### src/tms_pkg.sv
package tms_pkg;
    localparam int ADDR_W = 8;
    localparam int DATA_W = 16;
    // register addresses
    localparam logic [7:0] ADDR_MASK = 8'h05;
    localparam logic [7:0] ADDR_CTRL_A = 8'h06;
    localparam logic [7:0] ADDR_CTRL_B = 8'h07;
    localparam logic [7:0] ADDR_CMP2_HI = 8'h1d;
    localparam logic [7:0] ADDR_CMP2_LO = 8'h1e;
    localparam logic [7:0] ADDR_STREAM_CMP = 8'h23;
    localparam logic [7:0] ADDR_STATUS = 8'h24;
    localparam logic [7:0] ADDR_STREAM_CTL = 8'h30;
    localparam logic [7:0] ADDR_STATE = 8'h31;
    // field positions
    localparam int MASK_CMP2_BIT = 1;
    localparam int MASK_DOZE_BIT = 4;
    localparam int MASK_DEEP_BIT = 8;
    localparam int CTRLA_TRIG_BIT = 7;
    localparam int CTRLB_DOZE_BIT = 0;
    localparam int CTRLB_CLKO_BIT = 9;
    localparam int CMP2_DIS_BIT = 15;
    localparam int STAT_CMP2_BIT = 2;
    localparam int STAT_DOZE_BIT = 9;
    localparam int STRM_EN_BIT = 0;
    localparam int STRM_RX_BIT = 1;
    localparam int STRM_TX_BIT = 2;
    // reset values
    localparam logic [15:0] MASK_RST = 16'h0000;
    localparam logic [15:0] CTRL_A_RST = 16'h0000;
    localparam logic [15:0] CTRL_B_RST = 16'h0000;
    localparam logic [23:0] CMP2_RST = 24'h000000;
    localparam logic [15:0] STREAM_CMP_RST = 16'h0000;
    localparam logic [2:0] STREAM_CTL_RST = 3'h0;
    // timing
    localparam int CLK_MHZ = 20;
    localparam int WARMUP_US = 144;
    localparam int WAKE_US = 300;
    localparam int WARMUP_CYC = WARMUP_US * CLK_MHZ;
    localparam int WAKE_CYC = WAKE_US * CLK_MHZ;
    localparam int DOZE_ENTRY_TICKS = 128;
    localparam int CNT_W = 13;

    typedef enum logic [2:0] {
        TMS_OFF,
        TMS_IDLE,
        TMS_DOZE_PEND,
        TMS_DOZE,
        TMS_WAKE,
        TMS_WARMUP,
        TMS_ACTIVE
    } tms_state_e;

    typedef struct packed {
        logic stream;
        logic rx;
        logic tx;
        logic [1:0] code;
    } tms_cmd_s;
endpackage : tms_pkg

### src/tms_sequencer.sv
// Chosen here: the plain strobed port and the address map.
`timescale 1ns/1ps
module tms_sequencer
    import tms_pkg::*;
#(
    parameter int WAKE_CYCLES = WAKE_CYC
) (
    input wire logic clk_i,
    input wire logic rst_i,
    input wire logic [ADDR_W-1:0] addr_i,
    input wire logic [DATA_W-1:0] wdata_i,
    input wire logic wr_i,
    input wire logic rd_i,
    output logic [DATA_W-1:0] rdata_o,
    input wire logic [23:0] current_time_counter_i,
    input wire logic attention_pin_n_i,
    input wire logic transceiver_enable_pin_i,
    input wire logic clko_tick_i,
    input wire logic clko_slow_i,
    input wire logic op_done_i,
    output logic irq_n_o,
    output logic irq_oe_o,
    output logic timer_run_o,
    output logic clko_enable_o,
    output logic regs_active_o,
    output logic seq_start_o,
    output tms_cmd_s seq_cmd_o,
    output logic op_ready_o,
    output tms_state_e state_o
);
    tms_state_e state_reg;
    tms_state_e state_next;
    logic [15:0] mask_reg;
    logic [15:0] ctrl_a_reg;
    logic [15:0] ctrl_b_reg;
    logic [23:0] cmp2_reg;
    logic cmp2_dis_reg;
    logic cmp2_inhibit_reg;
    logic [15:0] stream_cmp_reg;
    logic [2:0] stream_ctl_reg;
    logic armed_reg;
    logic deep_reg;
    logic stat_cmp2_reg;
    logic stat_doze_reg;
    logic [DATA_W-1:0] rdata_reg;
    logic [CNT_W-1:0] cnt_reg;
    logic [CNT_W-1:0] cnt_next;
    logic irq_n_reg;
    logic oe_reg;
    logic start_reg;
    tms_cmd_s cmd_reg;
    logic attention_meta_reg;
    logic attention_sync_reg;
    logic txen_meta_reg;
    logic txen_sync_reg;

    localparam logic [CNT_W-1:0] WARMUP_LAST = CNT_W'(WARMUP_CYC - 1);
    localparam logic [CNT_W-1:0] WAKE_LAST = CNT_W'(WAKE_CYCLES - 1);
    localparam logic [CNT_W-1:0] DOZE_LAST = CNT_W'(DOZE_ENTRY_TICKS - 1);

    // register access is only possible while the serial port is awake
    wire awake = (state_reg == TMS_IDLE) || (state_reg == TMS_WARMUP) ||
                 (state_reg == TMS_ACTIVE);
    wire wr_ok = wr_i && awake;
    wire rd_ok = rd_i && awake;
    wire wr_mask = wr_ok && (addr_i == ADDR_MASK);
    wire wr_ctrl_a = wr_ok && (addr_i == ADDR_CTRL_A);
    wire wr_ctrl_b = wr_ok && (addr_i == ADDR_CTRL_B);
    wire wr_cmp_hi = wr_ok && (addr_i == ADDR_CMP2_HI);
    wire wr_cmp_lo = wr_ok && (addr_i == ADDR_CMP2_LO);
    wire wr_scmp = wr_ok && (addr_i == ADDR_STREAM_CMP);
    wire wr_sctl = wr_ok && (addr_i == ADDR_STREAM_CTL);
    wire rd_status = rd_ok && (addr_i == ADDR_STATUS);

    wire trig_en = ctrl_a_reg[CTRLA_TRIG_BIT];
    wire [1:0] xcvr_seq = ctrl_a_reg[1:0];
    wire stream_mode = stream_ctl_reg[STRM_EN_BIT];
    wire attention_req = !attention_sync_reg;
    wire txen = txen_sync_reg;

    // raw equality used by both the doze wake and the timed trigger
    wire cmp2_equal = (current_time_counter_i == cmp2_reg) && !cmp2_inhibit_reg;
    wire scmp_equal = (current_time_counter_i[15:0] == stream_cmp_reg);
    wire cmp2_hit = cmp2_equal && !cmp2_dis_reg;
    wire scmp_hit = scmp_equal && !cmp2_dis_reg;
    wire sel_hit = stream_mode ? scmp_hit : cmp2_hit;
    wire timed_fire = trig_en && sel_hit;
    wire in_idle = (state_reg == TMS_IDLE);
    wire start_ok = in_idle && armed_reg && txen;
    wire do_start = start_ok && (trig_en ? timed_fire : 1'b1);
    // a timer wake is impossible in deep doze: the timer is frozen
    wire doze_wake = (state_reg == TMS_DOZE) && !deep_reg && cmp2_equal;
    wire doze_abort = attention_req && ((state_reg == TMS_DOZE) ||
                                        (state_reg == TMS_DOZE_PEND));

    assign state_o = state_reg;
    assign rdata_o = rdata_reg;
    assign irq_n_o = irq_n_reg;
    assign irq_oe_o = oe_reg;
    assign seq_start_o = start_reg;
    assign seq_cmd_o = cmd_reg;
    assign op_ready_o = (state_reg == TMS_ACTIVE);
    assign regs_active_o = awake;
    assign timer_run_o = !((state_reg == TMS_DOZE) && deep_reg);
    // slow-clock limit in doze; pending entry keeps it running
    assign clko_enable_o = (state_reg == TMS_DOZE) ?
                           (ctrl_b_reg[CTRLB_CLKO_BIT] && clko_slow_i) :
                           (state_reg != TMS_OFF);

    // state sequencing
    always_comb begin
        state_next = state_reg;
        cnt_next = cnt_reg;
        unique case (state_reg)
            TMS_OFF: begin
                state_next = TMS_IDLE;
            end
            TMS_IDLE: begin
                cnt_next = '0;
                if (do_start) begin
                    state_next = TMS_WARMUP;
                end else if (ctrl_b_reg[CTRLB_DOZE_BIT]) begin
                    state_next = TMS_DOZE_PEND;
                end
            end
            TMS_DOZE_PEND: begin
                if (doze_abort) begin
                    state_next = TMS_IDLE;
                end else if (clko_tick_i) begin
                    cnt_next = cnt_reg + 1'b1;
                    if (cnt_reg == DOZE_LAST) begin
                        state_next = TMS_DOZE;
                        cnt_next = '0;
                    end
                end
            end
            TMS_DOZE: begin
                cnt_next = '0;
                if (doze_wake || doze_abort) begin
                    state_next = TMS_WAKE;
                end
            end
            TMS_WAKE: begin
                // 300 us settle, then wait for the next output clock tick
                if (cnt_reg != WAKE_LAST) begin
                    cnt_next = cnt_reg + 1'b1;
                end else if (clko_tick_i) begin
                    state_next = TMS_IDLE;
                    cnt_next = '0;
                end
            end
            TMS_WARMUP: begin
                cnt_next = cnt_reg + 1'b1;
                if (cnt_reg == WARMUP_LAST) begin
                    state_next = TMS_ACTIVE;
                    cnt_next = '0;
                end
            end
            TMS_ACTIVE: begin
                if (op_done_i) begin
                    state_next = TMS_IDLE;
                end
            end
        endcase
    end

    // pins cross into the clock domain through two flops
    always_ff @(posedge clk_i or posedge rst_i) begin
        if (rst_i) begin
            attention_meta_reg <= 1'b1;
            attention_sync_reg <= 1'b1;
            txen_meta_reg <= 1'b0;
            txen_sync_reg <= 1'b0;
        end else begin
            attention_meta_reg <= attention_pin_n_i;
            attention_sync_reg <= attention_meta_reg;
            txen_meta_reg <= transceiver_enable_pin_i;
            txen_sync_reg <= txen_meta_reg;
        end
    end

    always_ff @(posedge clk_i or posedge rst_i) begin
        if (rst_i) begin
            state_reg <= TMS_OFF;
            cnt_reg <= '0;
        end else begin
            state_reg <= state_next;
            cnt_reg <= cnt_next;
        end
    end

    always_ff @(posedge clk_i or posedge rst_i) begin
        if (rst_i) begin
            mask_reg <= MASK_RST;
            ctrl_a_reg <= CTRL_A_RST;
            stream_cmp_reg <= STREAM_CMP_RST;
            stream_ctl_reg <= STREAM_CTL_RST;
        end else begin
            if (wr_mask) begin
                mask_reg <= wdata_i;
            end
            if (wr_ctrl_a) begin
                ctrl_a_reg <= wdata_i;
            end
            if (wr_scmp) begin
                stream_cmp_reg <= wdata_i;
            end
            if (wr_sctl) begin
                stream_ctl_reg <= wdata_i[2:0];
            end
        end
    end

    // doze enable self-clears on leaving doze, or the block would re-enter it
    always_ff @(posedge clk_i or posedge rst_i) begin
        if (rst_i) begin
            ctrl_b_reg <= CTRL_B_RST;
        end else if (wr_ctrl_b) begin
            ctrl_b_reg <= wdata_i;
        end else if (state_reg == TMS_WAKE || doze_abort) begin
            ctrl_b_reg[CTRLB_DOZE_BIT] <= 1'b0;
        end
    end

    // the comparator is inhibited from a high-half write until the low half lands
    always_ff @(posedge clk_i or posedge rst_i) begin
        if (rst_i) begin
            cmp2_reg <= CMP2_RST;
            cmp2_dis_reg <= 1'b0;
            cmp2_inhibit_reg <= 1'b0;
        end else begin
            if (wr_cmp_hi) begin
                cmp2_reg[23:16] <= wdata_i[7:0];
                cmp2_dis_reg <= wdata_i[CMP2_DIS_BIT];
                cmp2_inhibit_reg <= 1'b1;
            end
            if (wr_cmp_lo) begin
                cmp2_reg[15:0] <= wdata_i;
                cmp2_inhibit_reg <= 1'b0;
            end
        end
    end

    // deep-doze choice is frozen when doze is entered
    always_ff @(posedge clk_i or posedge rst_i) begin
        if (rst_i) begin
            deep_reg <= 1'b0;
        end else if (state_reg == TMS_DOZE_PEND) begin
            deep_reg <= mask_reg[MASK_DEEP_BIT];
        end
    end

    // an operation is armed by writing the selector; start consumes it
    always_ff @(posedge clk_i or posedge rst_i) begin
        if (rst_i) begin
            armed_reg <= 1'b0;
        end else if ((wr_ctrl_a && (wdata_i[1:0] != 2'h0)) ||
                     (wr_sctl && wdata_i[STRM_EN_BIT])) begin
            armed_reg <= 1'b1;
        end else if (do_start) begin
            armed_reg <= 1'b0;
        end
    end

    // status flags: a set in the reading cycle survives the read-clear
    wire set_cmp2 = cmp2_hit || (timed_fire && start_ok);
    wire set_doze = doze_wake;
    always_ff @(posedge clk_i or posedge rst_i) begin
        if (rst_i) begin
            stat_cmp2_reg <= 1'b0;
            stat_doze_reg <= 1'b0;
        end else begin
            if (set_cmp2) begin
                stat_cmp2_reg <= 1'b1;
            end else if (rd_status || cmp2_dis_reg) begin
                stat_cmp2_reg <= 1'b0;
            end
            if (set_doze) begin
                stat_doze_reg <= 1'b1;
            end else if (rd_status) begin
                stat_doze_reg <= 1'b0;
            end
        end
    end

    wire irq_any = (stat_cmp2_reg && mask_reg[MASK_CMP2_BIT]) ||
                   (stat_doze_reg && mask_reg[MASK_DOZE_BIT]);
    always_ff @(posedge clk_i or posedge rst_i) begin
        if (rst_i) begin
            irq_n_reg <= 1'b1;
            oe_reg <= 1'b0;
        end else begin
            irq_n_reg <= !irq_any;
            oe_reg <= 1'b1;
        end
    end

    // start pulse and command; packet code read from the sequence field
    wire [15:0] cmp2_hi_view = {cmp2_dis_reg, 7'h00, cmp2_reg[23:16]};
    tms_cmd_s cmd_next;
    assign cmd_next = '{stream: stream_mode,
                        rx: stream_mode && stream_ctl_reg[STRM_RX_BIT],
                        tx: stream_mode && stream_ctl_reg[STRM_TX_BIT],
                        code: stream_mode ? 2'h0 : xcvr_seq};
    always_ff @(posedge clk_i or posedge rst_i) begin
        if (rst_i) begin
            start_reg <= 1'b0;
            cmd_reg <= '0;
        end else begin
            start_reg <= do_start;
            if (do_start) begin
                cmd_reg <= cmd_next;
            end
        end
    end

    // read mux
    logic [DATA_W-1:0] rd_mux;
    always_comb begin
        rd_mux = '0;
        unique case (addr_i)
            ADDR_MASK: rd_mux = mask_reg;
            ADDR_CTRL_A: rd_mux = ctrl_a_reg;
            ADDR_CTRL_B: rd_mux = ctrl_b_reg;
            ADDR_CMP2_HI: rd_mux = cmp2_hi_view;
            ADDR_CMP2_LO: rd_mux = cmp2_reg[15:0];
            ADDR_STREAM_CMP: rd_mux = stream_cmp_reg;
            ADDR_STATUS: begin
                rd_mux[STAT_CMP2_BIT] = stat_cmp2_reg;
                rd_mux[STAT_DOZE_BIT] = stat_doze_reg;
            end
            ADDR_STREAM_CTL: rd_mux = {13'h0000, stream_ctl_reg};
            ADDR_STATE: rd_mux = {12'h000, armed_reg, state_reg};
            default: rd_mux = '0;
        endcase
    end

    always_ff @(posedge clk_i or posedge rst_i) begin
        if (rst_i) begin
            rdata_reg <= '0;
        end else if (rd_ok) begin
            rdata_reg <= rd_mux;
        end else begin
            rdata_reg <= '0;
        end
    end
endmodule : tms_sequencer

### config.mk
export PLATFORM = sky130hd
export DESIGN_NAME = tms_sequencer
export DESIGN_NICKNAME = d
export VERILOG_FILES = /design/src/tms_pkg.sv /design/src/tms_sequencer.sv
export SDC_FILE = /design/constraint.sdc
export NUM_CORES = 1
export LEC_CHECK = 0
export ABC_AREA = 1
export BUFFER_PORTS_ARGS = -buffer_cell sky130_fd_sc_hd__buf_2
export CORE_MARGIN = 10
export CORE_UTILIZATION = 41
export CTS_CLUSTER_SIZE = 16
export DETAILED_ROUTE_END_ITERATION = 16
export GPL_ROUTABILITY_DRIVEN = 0
export REMOVE_ABC_BUFFERS = 1
export SLEW_MARGIN = 30
export SYNTH_ARGS = -nofsm -noshare
export SYNTH_HDL_FRONTEND = slang
export SYNTH_SLANG_ARGS = --single-unit
### constraint.sdc
create_clock -name clk_i -period 15 [get_ports clk_i]
set_input_delay 3 -clock clk_i [delete_from_list [all_inputs] [get_ports clk_i]]
set_output_delay 3 -clock clk_i [all_outputs]
set_load 0.005 [all_outputs]
==> results.ini <==
[critical_path]
cp.arrival_ns=3.40
cp.required_ns=12.00
crit_type=input port to output pin
critPathMaxFanout=1
worst-path-buf-inv=2
crit_family=buffers and inverters
critPathSlowestCell=a21oi_1
critPathLaunchType=input port
path_cells=buf_2 > a21oi_1 > a21oi_1 > buf_2
crit_path_max_incr_delay_ns=0.13
cp-end-kind=output pin

[drt]
vias=6129
antenna_left=0
post_drt_wl_per_cell_um=16.36
dr.first_iter.drc_count=466
drc=0
wl_mm=19.98
routed_via_density=5.020
dr.pass1.iters=5

[placed_design]
port_buffers=87
dp_hpwl_mm=14.26
place_ws_ns=8.594
dp.cells=1187
place_area_mm2=0.007731

[clocking]
clock_latency_ns=0.43
post_cts_buffers=0
clock_sinks=141
hold_buffers=0
cts_resized=0
clockRootBuffer=clkbuf_16
cts_max_path_buffers=2
clkTransAtPathRegs_ns=0.06
numCtsBuffers=17
cts_tree=done
htreeDepth=4

[timing]
rsz0062_at_grt=false
timing.hold.ws_ns=0.3535
report.final.slew_viol_count=0
tightest_slew_ns=0.8049
fin_crit_sh_pct=42.69
fin_crit_ns=6.403
finalHoldViolations=0
fin_skew_ns=0.009614
fmax_ghz=0.1562
setup_viol_count_final=0
relSlewSlack_pct=46.34
setup_slack_ns=8.597
tns_ns=0

[grt]
grt_pass1_vias=5855
grt_max_degree=88
grt_pass1_wl_mm=31.75
track_usage_pct=18.04
gr-total-overflow=0
antenna_found_initial=3

[pwr]
total_power_mw=0.8865
pwr_density_cell_mw_per_mm2=105.6
vdd_drop_max_mv=0.08977
leakage_nw=4.194

[job]
drv_cap=0

[synth]
synth_top_area_cell=dfrtp_1
ys_seq_area_share_pct=49.73
synth_area_mm2=0.007103
synthFlopType=dfrtp_1
synth_seq_cells=141
synth.distinct_cells=48
yosys-top-cells-area=dfrtp_1, nand2_1, inv_1, o21ai_1, nor2_1
syn_inst=892
synth_most_common_cell=nand2_1
synth_top_area_share_pct=48.62
yosys_warnings=0
yosys-top-cells-count=nand2_1, dfrtp_1, inv_1
async_flop_share_pct=100.0
synth_area_per_cell_um2=7.963
synth_edf_count=0

[floorplanning]
dieArea_mm2=0.02299
io_pins=88
fp.dieH_um=151.6
placement_rows=48
start_util_pct=41.50
core-area_mm2=0.01712
fp.dieW_um=151.6

[min_path]
hp-class=flop to flop

[final_layout]
final_core_util_pct=49.04
largest_reg_flops=24
area_growth_pct=18.18
final_cells=1221
drive_gt1_share_pct=17.22
finalInstanceArea_mm2=0.008394
fin_nets=1039

[run_status]
outcome=finished, final reports clean

-- power by group --
part           internal, mW  total, mW  switching (mW)
Sequential            0.381      0.382        0.000311
Combinational        0.0103     0.0349          0.0246
Clock                 0.307      0.470           0.163
Total                 0.698      0.887           0.188
-- routing by layer --
| metal | vias up | global-route usage [%] | share of wire [%] |
|---|---|---|---|
| met1 | 2862 | 23.81 | 45 |
| met2 | 172 | 28.06 | 47 |
| met3 | 29 | 4.811 | 6.9 |
| met5 | - | 0 | 0.035 |
| li1 | 3064 | - | - |
| met4 | 2 | 6.244 | 1.6 |
-- kinds of logic after synthesis --
group	Yosys count	share of synthesized area [%]
AOI/OAI and AO/OA	180	15.03
xor gates and xnor gates	17	2.096
adders and majority gates	1	0.1761
buffers and inverters	152	8.667
DFF	141	49.73
muxes	1	0.1409
other	1	0.05279
and+or+nand+nor	399	24.12
-- placed cells by master (no fill, tap or decap), types with 4 or more instances in the layout --
cell type  netlist  layout
a21oi_1         23      23
a221oi_1         7       7
buf_2           18      87
buf_4            0       4
bufinv_16        0       5
clkbuf_16        0      17
dfrtp_1        138     138
inv_1          119     118
inv_2           11      11
nand2_1        269     269
nand3_1         25      25
nand4_1          9       9
nor2_1          61      61
nor2_4           4       4
nor3_1          10      10
nor3b_1          4       4
o21ai_0         34      34
o21ai_1         74      74
o21ai_2         11      11
o22ai_1         14      14
xnor2_1          5       5
xor2_1          12      12
-- layout make-up --
class	instances	area, um^2
fillers	1712	8722
flip-flops and latches	141	3532
multi-input cells	599	2955
inverters	131	496.7
clock buffers	20	466.7
repair buffers	91	465.4
well taps	225	281.5
clock inverters	11	188.9
diodes	3	7.507
-- final timing paths --
check	start	to	slack, ns	cells after the start
worst max-delay path	clko_slow_i	clko_enable_o	8.60	4
worst min-delay path	txen_meta_reg	txen	0.35	0
worst max register to register	state_o[0]	ctrl_b_reg[0]	12.80	10
worst min register to register	txen_meta_reg	txen	0.35	0
max in group asynchronous	rst_i	cmp2_reg[16]	11.03	3
min in group asynchronous	rst_i	irq_oe_o	2.72	2
No activity file was read; power rests on OpenSTA's default activity.
